**src/rtl/ats_pkg.sv**
```systemverilog
// How it works
// - Each of four sequencers has its own independently programmed trigger source.
// - Sequencer 3 trigger select is read/write bits 15:12, reset zero.
// - Sequencers 2,1,0 selects sit at 11:8, 7:4, 3:0, reset zero.
// - Codes: 0 processor, 1 comparator, 4 pin, 5 timer, 6-8 PWM, F continuous.
// - The selected event starts a sampling run of its sequencer.
// - Reserved upper bits of both registers read zero and ignore writes.
// - Reading an empty result FIFO sets that sequencer's underflow flag.
// - Empty FIFO read leaves pointers alone and returns zero data.
// - Underflow flags reset zero, clear only by writing one to the flag register or the interrupt-clear register.
package ats_pkg;
  localparam int NUM_SEQ = 4;
  localparam int SEL_W = 4;
  localparam int DATA_W = 32;
  localparam int ADDR_W = 12;
  localparam int SAMPLE_W = 10;
  localparam int FIFO_DEPTH = 8;
  localparam int PTR_W = 3;
  localparam int CNT_W = 4;

  // Register byte offsets
  localparam logic [ADDR_W-1:0] OFF_TRIG_SEL = 12'h014;
  localparam logic [ADDR_W-1:0] OFF_UNDERFLOW = 12'h018;
  localparam logic [ADDR_W-1:0] OFF_INT_EN = 12'h01C;
  localparam logic [ADDR_W-1:0] OFF_INT_CLR = 12'h024;
  localparam logic [ADDR_W-1:0] OFF_FIFO0 = 12'h048;
  localparam logic [ADDR_W-1:0] OFF_FIFO_STRIDE = 12'h020;

  localparam logic [15:0] TRIG_SEL_RESET = 16'h0000;
  localparam logic [3:0] UNDERFLOW_RESET = 4'h0;

  // Trigger source codes
  localparam logic [SEL_W-1:0] TRG_PROCESSOR = 4'h0;
  localparam logic [SEL_W-1:0] TRG_COMPARATOR0 = 4'h1;
  localparam logic [SEL_W-1:0] TRG_EXT_PIN = 4'h4;
  localparam logic [SEL_W-1:0] TRG_TIMER = 4'h5;
  localparam logic [SEL_W-1:0] TRG_PWM_GEN0_TRIGGER = 4'h6;
  localparam logic [SEL_W-1:0] TRG_PWM_GEN1_TRIGGER = 4'h7;
  localparam logic [SEL_W-1:0] TRG_PWM_GEN2_TRIGGER = 4'h8;
  localparam logic [SEL_W-1:0] TRG_ALWAYS = 4'hF;
endpackage : ats_pkg

```
**src/rtl/ats_seq_if.sv**
```systemverilog
`timescale 1ns/1ps
// One sequencer's trigger select and fired start strobe
interface ats_seq_if;
  logic [ats_pkg::SEL_W-1:0] sel;
  logic start;
  modport ctl (output sel, input start);
  modport mux (input sel, output start);
endinterface : ats_seq_if

```
**src/rtl/ats_adc_ctrl.sv**
```systemverilog
// Decided for this implementation: the APB slave port.
`timescale 1ns/1ps
module ats_adc_ctrl (
  // Clock and reset
  input wire logic clock_i,
  input wire logic rst_i,
  // APB slave
  input wire logic psel_i,
  input wire logic penable_i,
  input wire logic pwrite_i,
  input wire logic [ats_pkg::ADDR_W-1:0] paddr_i,
  input wire logic [ats_pkg::DATA_W-1:0] pwdata_i,
  output logic [ats_pkg::DATA_W-1:0] prdata_o,
  output logic pready_o,
  output logic pslverr_o,
  // Trigger event sources
  input wire logic [ats_pkg::NUM_SEQ-1:0] proc_start_i,
  input wire logic comparator0_i,
  input wire logic external_trigger_pin_i,
  input wire logic timer_i,
  input wire logic pwm_gen0_trigger_i,
  input wire logic pwm_gen1_trigger_i,
  input wire logic pwm_gen2_trigger_i,
  // Conversion results, one write per sequencer
  input wire logic [ats_pkg::NUM_SEQ-1:0] sample_wr_i,
  input wire logic [ats_pkg::SAMPLE_W-1:0] sample_data_i,
  // Sequencer starts and interrupt
  output logic [ats_pkg::NUM_SEQ-1:0] seq_start_o,
  output logic irq_o
);
  localparam int N = ats_pkg::NUM_SEQ;

  typedef struct packed {
    logic [N-1:0][ats_pkg::SEL_W-1:0] trig_sel;
    logic [N-1:0] underflow;
    logic [N-1:0] int_en;
    logic [ats_pkg::DATA_W-1:0] rdata;
    logic ready;
    logic err;
    logic irq;
    logic [N-1:0][ats_pkg::PTR_W-1:0] rd_ptr;
    logic [N-1:0][ats_pkg::PTR_W-1:0] wr_ptr;
    logic [N-1:0][ats_pkg::CNT_W-1:0] count;
  } ats_ctrl_state_t;

  ats_ctrl_state_t st_r;
  ats_ctrl_state_t st_nxt;
  logic [ats_pkg::SAMPLE_W-1:0] fifo_mem [N][ats_pkg::FIFO_DEPTH];
  logic [N-1:0][ats_pkg::SEL_W-1:0] sel_w;
  logic [N-1:0] start_w;

  // Index of the result FIFO addressed, or N when none
  function automatic logic [2:0] fifo_index(input logic [ats_pkg::ADDR_W-1:0] a);
    logic [2:0] idx;
    idx = 3'(N);
    for (int k = 0; k < N; k++) begin
      if (a == ats_pkg::ADDR_W'(ats_pkg::OFF_FIFO0 + k * ats_pkg::OFF_FIFO_STRIDE)) begin
        idx = 3'(k);
      end
    end
    return idx;
  endfunction : fifo_index

  // Each sequencer has its own mux instance
  genvar g;
  generate
    for (g = 0; g < N; g++) begin : g_seq
      ats_seq_if sif ();
      assign sif.sel = sel_w[g];
      assign start_w[g] = sif.start;
      ats_trig_mux u_mux (
        .clock_i(clock_i),
        .rst_i(rst_i),
        .proc_start_i(proc_start_i[g]),
        .comparator0_i(comparator0_i),
        .external_trigger_pin_i(external_trigger_pin_i),
        .timer_i(timer_i),
        .pwm_gen0_trigger_i(pwm_gen0_trigger_i),
        .pwm_gen1_trigger_i(pwm_gen1_trigger_i),
        .pwm_gen2_trigger_i(pwm_gen2_trigger_i),
        .seq(sif.mux)
      );
    end
  endgenerate

  assign sel_w = st_r.trig_sel;

  logic access_w;
  logic commit_w;
  logic wr_w;
  logic rd_w;
  logic [2:0] fidx_w;
  assign access_w = psel_i && penable_i && !st_r.ready;
  // Writes land at the edge that completes the transfer, where the master samples pready
  assign commit_w = psel_i && penable_i && st_r.ready;
  assign wr_w = commit_w && pwrite_i;
  assign rd_w = access_w && !pwrite_i;
  assign fidx_w = fifo_index(paddr_i);

  always_comb begin
    logic pop;
    logic push;
    pop = 1'b0;
    push = 1'b0;
    st_nxt = st_r;
    st_nxt.ready = access_w;
    st_nxt.err = 1'b0;
    st_nxt.rdata = '0;
    for (int k = 0; k < N; k++) begin
      pop = rd_w && (fidx_w == 3'(k)) && (st_r.count[k] != '0);
      push = sample_wr_i[k] && (st_r.count[k] != ats_pkg::CNT_W'(ats_pkg::FIFO_DEPTH));
      // Empty read keeps pointers still
      if (pop) begin
        st_nxt.rd_ptr[k] = st_r.rd_ptr[k] + 1'b1;
      end
      if (push) begin
        st_nxt.wr_ptr[k] = st_r.wr_ptr[k] + 1'b1;
      end
      st_nxt.count[k] = st_r.count[k] + {3'b000, push} - {3'b000, pop};
      // Write one clears; a same-cycle underflow wins
      if (wr_w && paddr_i == ats_pkg::OFF_UNDERFLOW && pwdata_i[k]) begin
        st_nxt.underflow[k] = 1'b0;
      end
      if (wr_w && paddr_i == ats_pkg::OFF_INT_CLR && pwdata_i[k]) begin
        st_nxt.underflow[k] = 1'b0;
      end
      if (rd_w && fidx_w == 3'(k) && st_r.count[k] == '0) begin
        st_nxt.underflow[k] = 1'b1;
      end
    end
    if (wr_w && paddr_i == ats_pkg::OFF_TRIG_SEL) begin
      st_nxt.trig_sel = pwdata_i[15:0];
    end
    if (wr_w && paddr_i == ats_pkg::OFF_INT_EN) begin
      st_nxt.int_en = pwdata_i[N-1:0];
    end
    if (access_w && pwrite_i) begin
      // The error must ride with pready, so it is decoded at the taking edge
      unique case (paddr_i)
        ats_pkg::OFF_TRIG_SEL, ats_pkg::OFF_INT_EN: st_nxt.err = 1'b0;
        ats_pkg::OFF_UNDERFLOW, ats_pkg::OFF_INT_CLR: st_nxt.err = 1'b0;
        default: st_nxt.err = 1'b1;
      endcase
    end else if (rd_w) begin
      // Upper bits read as zero
      unique case (paddr_i)
        ats_pkg::OFF_TRIG_SEL: st_nxt.rdata = {16'h0000, st_r.trig_sel};
        ats_pkg::OFF_UNDERFLOW: st_nxt.rdata = {28'h000_0000, st_r.underflow};
        ats_pkg::OFF_INT_EN: st_nxt.rdata = {28'h000_0000, st_r.int_en};
        default: begin
          if (fidx_w == 3'(N)) begin
            st_nxt.err = 1'b1;
          end else if (st_r.count[fidx_w[1:0]] != '0) begin
            st_nxt.rdata = {22'h00_0000,
                            fifo_mem[fidx_w[1:0]][st_r.rd_ptr[fidx_w[1:0]]]};
          end else begin
            st_nxt.rdata = '0;
          end
        end
      endcase
    end
    st_nxt.irq = |(st_nxt.underflow & st_nxt.int_en);
  end

  always_ff @(posedge clock_i) begin
    if (rst_i) begin
      st_r <= '0;
      st_r.trig_sel <= ats_pkg::TRIG_SEL_RESET;
      st_r.underflow <= ats_pkg::UNDERFLOW_RESET;
    end else begin
      st_r <= st_nxt;
    end
  end

  // Result storage; contents need no reset
  always_ff @(posedge clock_i) begin
    for (int k = 0; k < N; k++) begin
      if (sample_wr_i[k] && st_r.count[k] != ats_pkg::CNT_W'(ats_pkg::FIFO_DEPTH)) begin
        fifo_mem[k][st_r.wr_ptr[k]] <= sample_data_i;
      end
    end
  end

  assign prdata_o = st_r.rdata;
  assign pready_o = st_r.ready;
  assign pslverr_o = st_r.err;
  assign seq_start_o = start_w;
  assign irq_o = st_r.irq;
endmodule : ats_adc_ctrl

```
**src/rtl/ats_trig_mux.sv**
```systemverilog
`timescale 1ns/1ps
module ats_trig_mux (
  // Clock and reset
  input wire logic clock_i,
  input wire logic rst_i,
  // Event sources, one-cycle pulses except continuous
  input wire logic proc_start_i,
  input wire logic comparator0_i,
  input wire logic external_trigger_pin_i,
  input wire logic timer_i,
  input wire logic pwm_gen0_trigger_i,
  input wire logic pwm_gen1_trigger_i,
  input wire logic pwm_gen2_trigger_i,
  // Sequencer select and start
  ats_seq_if.mux seq
);
  typedef struct packed {
    logic start;
  } ats_mux_state_t;
  ats_mux_state_t st_r;
  ats_mux_state_t st_nxt;

  always_comb begin
    st_nxt = st_r;
    unique case (seq.sel)
      ats_pkg::TRG_PROCESSOR: st_nxt.start = proc_start_i;
      ats_pkg::TRG_COMPARATOR0: st_nxt.start = comparator0_i;
      ats_pkg::TRG_EXT_PIN: st_nxt.start = external_trigger_pin_i;
      ats_pkg::TRG_TIMER: st_nxt.start = timer_i;
      ats_pkg::TRG_PWM_GEN0_TRIGGER: st_nxt.start = pwm_gen0_trigger_i;
      ats_pkg::TRG_PWM_GEN1_TRIGGER: st_nxt.start = pwm_gen1_trigger_i;
      ats_pkg::TRG_PWM_GEN2_TRIGGER: st_nxt.start = pwm_gen2_trigger_i;
      ats_pkg::TRG_ALWAYS: st_nxt.start = 1'b1;
      // Reserved codes never start a run
      default: st_nxt.start = 1'b0;
    endcase
  end

  always_ff @(posedge clock_i) begin
    if (rst_i) begin
      st_r <= '0;
    end else begin
      st_r <= st_nxt;
    end
  end

  assign seq.start = st_r.start;
endmodule : ats_trig_mux

```
**config.mk**
```make
export PLATFORM = sky130hd
export DESIGN_NAME = ats_adc_ctrl
export DESIGN_NICKNAME = d
export VERILOG_FILES = /design/src/rtl/ats_pkg.sv /design/src/rtl/ats_seq_if.sv /design/src/rtl/ats_adc_ctrl.sv /design/src/rtl/ats_trig_mux.sv
export SDC_FILE = /design/constraint.sdc
export NUM_CORES = 1
export LEC_CHECK = 0
export BUFFER_PORTS_ARGS = -buffer_cell sky130_fd_sc_hd__buf_4
export CORE_MARGIN = 2
export CORE_UTILIZATION = 59
export DETAILED_ROUTE_END_ITERATION = 7
export PLACE_DENSITY = 0.78
export SYNTH_ARGS = -nofsm -noshare
export SYNTH_HDL_FRONTEND = slang
export SYNTH_SLANG_ARGS = --single-unit
```
**constraint.sdc**
```tcl
create_clock -name clock_i -period 4.6 [get_ports clock_i]
set_input_delay 0.23 -clock clock_i [delete_from_list [all_inputs] [get_ports clock_i]]
set_output_delay 0.23 -clock clock_i [all_outputs]
set_load 0.02 [all_outputs]
```
# Word-level counts from Yosys, hierarchy flattened
# Memories as Yosys holds them, arrays and structs flattened.
# Cells that the tools add are included.
# W data, S select, Z words.
dict set report classes {
  n_lt_le_gt_ge 10
  n_eq_ne 44
  n_addsub 16
  n_bitwise 7
  n_reduce_logical 58
  mux 52
}
# cell n
set ops {}
lappend ops {{$mux W80} 4}
lappend ops {{$demux W10 S3} 4}
lappend ops {{$mux W10} 8}
lappend ops {{$eq A4 B3 Y1 const B} 16}
lappend ops {{$pmux W16 S3} 1}
lappend ops {{$logic_and A1 B1 Y1} 38}
lappend ops {{$eq A12 B5 Y1 const B} 3}
lappend ops {{$eq A4 B4 Y1 const B} 8}
lappend ops {{$logic_not A4 Y1} 8}
lappend ops {{$pmux W1 S8} 4}
lappend ops {{$bmux W10 S3} 1}
lappend ops {{$add A3 B1 Y3 const B} 8}
lappend ops {{$eq A12 B7 Y1 const B} 2}
lappend ops {{$eq A12 B8 Y1 const B} 2}
lappend ops {{$mux W1} 21}
lappend ops {{$ge A4 B4 Y1 const B} 5}
lappend ops {{$not A3 Y4} 5}
lappend ops {{$reduce_bool A4 Y1} 5}
lappend ops {{$add A4 B1 Y4} 4}
lappend ops {{$eq A4 B1 Y1 const B} 4}
lappend ops {{$lt A4 B1 Y1 const B} 4}
lappend ops {{$ne A4 B4 Y1 const B} 4}
lappend ops {{$sub A4 B1 Y4} 4}
lappend ops {{$mux W3} 5}
lappend ops {{14 further kinds} 19}
dict set report word_totals {
  ff_bits 103
  in_bits 73
  output_inout_bits 39
  ram_bits 320
  elab_cells 214
  n_memories 1
}
# name words word_bits rd rd_clocked_by_memory_dff write_ports line_no
set memory_table {}
lappend memory_table {fifo_mem 4 80 1 0 4 ats_adc_ctrl.sv:48} ;# logic [ats_pkg::SAMPLE_W-1:0] fifo_mem [N][ats_pkg::FIFO_DEPTH];

# Longest topological paths before layout
dict set report logic_depth {
  word_depth 14
  mapped_depth 13
}

# By module
# From an unflattened synthesis, not the netlist that was laid out.
dict set report unflattened {
  hier_cells 1291
  area_unflattened_um2 17630.7
}
# mod cells_each n_inst seq_area_each_um2 area_per_inst_um2
set modules_own_cells {}
lappend modules_own_cells {ats_adc_ctrl 1235 1 11270.8 17170.2}
lappend modules_own_cells {ats_trig_mux 14 4 20.0 115.1}

# Worst setup path before layout
# No wires, ideal clock.
dict set report synth_timing {
  path_type {input to register}
  startpoint {input paddr_i[11] (netlist bit)}
  endpoint {register st_r, in the netlist prdata_o[7]}
  stages 8
  required_time_ns 4.485
  setup_slack_ns 1.350
  n_path_buf 0
  t_arrival_ns 3.136
  path_cell_list {or4_1 > nor4_4 > mux2i_1 > a21oi_4 > mux4_2 > a22o_1 > o41a_1 > o21a_1}
}
dict set report synth_between {
  elab_chain_len 13
  elab_cells_between_ends 25
  cone_classes {8 x eq/ne; 14 x mux; 1 x bitwise; 1 x reduce/logical; 1 x memory}
}
# element line_no
set synth_lines {}
lappend synth_lines {{start: declaration} ats_adc_ctrl.sv:11} ;# input wire logic [ats_pkg::ADDR_W-1:0] paddr_i,
lappend synth_lines {{$eq A12 B7 Y1} ats_adc_ctrl.sv:57} ;# if (a == ats_pkg::ADDR_W'(ats_pkg::OFF_FIFO0 + k * ats_pkg::OFF_FIFO_STRIDE)) begin
lappend synth_lines {{$mux W3 (3 in a row)} ats_adc_ctrl.sv:57}
lappend synth_lines {{$bmux W3 S2} ats_adc_ctrl.sv:155} ;# fifo_mem[fidx_w[1:0]][st_r.rd_ptr[fidx_w[1:0]]]};
lappend synth_lines {{$mux W3 (not written as such)} ats_adc_ctrl.sv:155}
lappend synth_lines {{$not A3 Y4 (not written as such)} ats_adc_ctrl.sv:155}
lappend synth_lines {{$bmux W10 S3} ats_adc_ctrl.sv:155}
lappend synth_lines {{$mux W10 (not written as such) (2 in a row)} ats_adc_ctrl.sv:155}
lappend synth_lines {{$mux W10} ats_adc_ctrl.sv:153} ;# end else if (st_r.count[fidx_w[1:0]] != '0) begin
lappend synth_lines {{$mux W10} ats_adc_ctrl.sv:151} ;# if (fidx_w == 3'(N)) begin
lappend synth_lines {{$pmux W16 S3 (*)} ats_adc_ctrl.sv:146} ;# unique case (paddr_i)
lappend synth_lines {{end signal: assignment} ats_adc_ctrl.sv:171} ;# st_r <= st_nxt;
lappend synth_lines {{end: declaration} ats_adc_ctrl.sv:46} ;# ats_ctrl_state_t st_r;
# Mark *: on every way between the ends. The rest lies on a longest branch, timed or not. The select of a mux whose other input is x is not followed.
# A chain may end at the register's enable or synchronous reset.

# Worst setup path after layout
dict set report layout_timing {
  startpoint {input paddr_i[11] (netlist bit)}
  endpoint {register st_r, in the netlist prdata_o[4]}
}
# The elaborated chain is that of the path after synthesis.

==> metrics.cfg <==
[min_path]
whs_endpoint = st_r[80]
whs_path_depth = 3
hold_start = paddr_i[5]
hold_class = input port to flip-flop

[floorplan]
core_area_um2 = 28800
die_w_um = 175
rows = 62
fp.dieH_um = 175
dieArea_um2 = 30800
start_util = 0.602
io_pins = 112

[cts]
cts_tree = built
root_buffer = clkbuf_16
clock_latency_ns = 0.55
clock-sinks = 407
hold_buffers = 18
cts_buffers = 41
ctsResizeCount = 0
htree_levels = 2
clk_pin_slew_ns = 0.07
cts_setup_buffers = 0
cts_buffer_depth = 3

[synth]
seq_area_frac_synth = 0.655
yosys_warnings = 0
synth_seq_cells = 407
netlist_instances = 1244
synth_edf_count = 320
yosysTopAreaCellShare = 0.554
synth_common_cells = 320 x edfxtp_1, 122 x nand2_1, 87 x dfxtp_1, 84 x nor2_1, 55 x mux2i_1
ys.flop_type = edfxtp_1
syn_area_um2 = 17300
synth_area_leaders = edfxtp_1 55%, dfxtp_1 10%, mux4_2 5.8%, mux2i_1 3.2%, nand2_1 2.6%
yosysUniqueCellTypes = 67
yosysMostFrequentCell = edfxtp_1
async_flop_share = 0
avgSynthCellArea_um2 = 13.9
yosysTopAreaCell = edfxtp_1

[placed_design]
dp_cells = 1671
port_buffers = 79
pre_cts_slack_ns = 0.529
place.gp.congestion = 0.858
hpwl_um = 26600
placed_area_um2 = 18300

[routing]
drt_wl_total_um = 41900
first_pass_iters = 6
drt_iter0_drc = 1359
vias = 11000
drc = 0
ant_nets = 0
viasPerCell = 6.21
routedWlPerCell_um = 23.8

[layout]
drive_above_1_share = 0.183
seq_area_um2 = 11400
multi_input_area_um2 = 5410
nets = 1457
synthToLayoutAreaGrowth_pct = 14.6
stdcell_area_um2 = 19900
fill_cells = 1891
stdcell_count = 1765
num_antenna_cells = 0

[global_routing]
antenna_found_initial = 0
grt_pass1_vias = 10800
grtUsageTotal = 0.276
grt_pass1_wl_um = 64000
overflow = 0
grt_max_degree = 73

[worst_setup_path]
critPathMostFrequentCell = buf_4
critical_path.max_stage_delay_ns = 0.69
crit-reg2reg-launch = st_r[31]
crit_chain = buf_4 > or4_1 > nor4_4 > mux2i_1 > a21oi_4 > buf_4 > mux4_2 > a22oi_1 > nand4_1 > o211a_1
path_class = input port to flip-flop
r2r_cells = 8
critPathBufInv = 2
arrival_ns = 4.12
cp-end-kind = flip-flop
critical_path.top_delay_family = simple AND/OR/NAND/NOR gates
worst_setup_path_start_kind = input port
worstPathMaxFanout = 18
reg2reg_to = prdata_o[4]
rrSetupSlack_ns = 1.25
cp.required_ns = 5.04
slowest_stage = a21oi_4

[timing]
setup_slack_ns = 0.921
fmax_ghz = 0.272
tightest_slew_ns = 1.24
relSlewSlack = 0.173
slew_viol_final = 0
fin_crit_ns = 3.68
rsz0062_at_grt = no
hold_viol_final = 0
finalClockSkew_ns = 0.0215
min_period_over_period = 0.800
setup_viol = 0
fin_setup_tns_ns = 0

[run]
max-cap-violations = 0

[outcome]
status = complete, no violations

[pwr]
total_power_mw = 8.41
ir_drop_v = 0.000297
p_per_area_nw_per_um2 = 423
leakage_nw = 6.74

[report_power, final]
| group | switching [mW] | internal, mW |
|---|---|---|
| logic | 0.464 | 0.295 |
| registers | 0.0732 | 4.15 |
| clock network | 1.40 | 2.03 |
| total | 1.93 | 6.48 |
[stage by stage]
step / hold slack [ns] / util
floorplan: 0.329 / -
global placement: 0.471 / 0.635
detailed placement: 0.484 / 0.635
CTS: 0.0712 / 0.690
global route: 0.0878 / 0.690
finish: 0.0842 / 0.690
[layer usage]
layer	GRT usage	vias to the layer above	routed length (um)
met5	0	-	0
met4	0.105	0	1650
met3	0.0532	106	4350
met2	0.441	651	19700
met1	0.381	5357	16200
li1	-	4854	-
[flip-flops by register name, summed over array words and instances (netlist names)]
signal	cells
pready_o	1
g_seq.sif.sel	16
irq_o	1
fifo_mem	320
prdata_o	16
pslverr_o	1
g_seq.u_mux.seq.start	4
st_r	48
[layout make-up]
| class | instances | area share |
|---|---|---|
| clock buffer | 55 | 0.0573 |
| inverter | 43 | 0.00813 |
| sequential | 407 | 0.572 |
| clock inverter | 21 | 0.0129 |
| tap | 384 | 0.0242 |
| timing repair buffer | 136 | 0.0537 |
| multi-input combinational | 719 | 0.272 |
[cell families (layout without fill, tap and decap cells)]
kind of cell	Yosys count	in the layout	share of synthesized area
simple gates	355	355	0.0988
compound gates	179	179	0.0725
buf+inv	133	255	0.0373
mux	112	112	0.0980
xor+xnor	21	21	0.0106
other cells	1	16	0.000216
fa+ha+maj	36	36	0.0277
flops	407	407	0.655
[how the worst max path moves through the flow]
| stage | start | slack [ns] | depth (start not counted) | end |
|---|---|---|---|---|
| floorplan | paddr_i[11] | 1.35 | 8 | prdata_o[7] |
| global placement | paddr_i[11] | 0.53 | 11 | prdata_o[6] |
| detailed placement | paddr_i[11] | 0.53 | 11 | prdata_o[6] |
| CTS | paddr_i[11] | 0.97 | 10 | prdata_o[4] |
| global route | paddr_i[11] | 0.74 | 10 | prdata_o[4] |
| finish | paddr_i[11] | 0.92 | 10 | prdata_o[4] |
[cell usage in the layout (no fill, tap or decap), types with 14 or more instances in the layout]
| cell type | synthesis | routed |
|---|---|---|
| edfxtp_1 | 320 | 320 |
| nand2_1 | 122 | 122 |
| buf_4 | 38 | 118 |
| dfxtp_1 | 87 | 87 |
| nor2_1 | 84 | 82 |
| mux2i_1 | 55 | 55 |
| a21oi_1 | 54 | 54 |
| mux4_2 | 45 | 45 |
| inv_1 | 43 | 43 |
| clkbuf_16 | 0 | 41 |
| a211oi_1 | 36 | 36 |
| ha_1 | 32 | 32 |
| nor2b_1 | 25 | 25 |
| nor3_1 | 23 | 22 |
| dlygate4sd3_1 | 0 | 18 |
| o21ai_0 | 17 | 17 |
| conb_1 | 1 | 16 |
| nand3_1 | 15 | 15 |
| nand2b_1 | 14 | 14 |
[tightest hold or removal path, delay by kind of cell]
kind | cells | cell delay, ns
buffers and inverters | 1 | 0.16
and+or+nand+nor | 1 | 0.08
AOI/OAI and AO/OA | 1 | 0.12
Power figures use the tool's default switching activity.
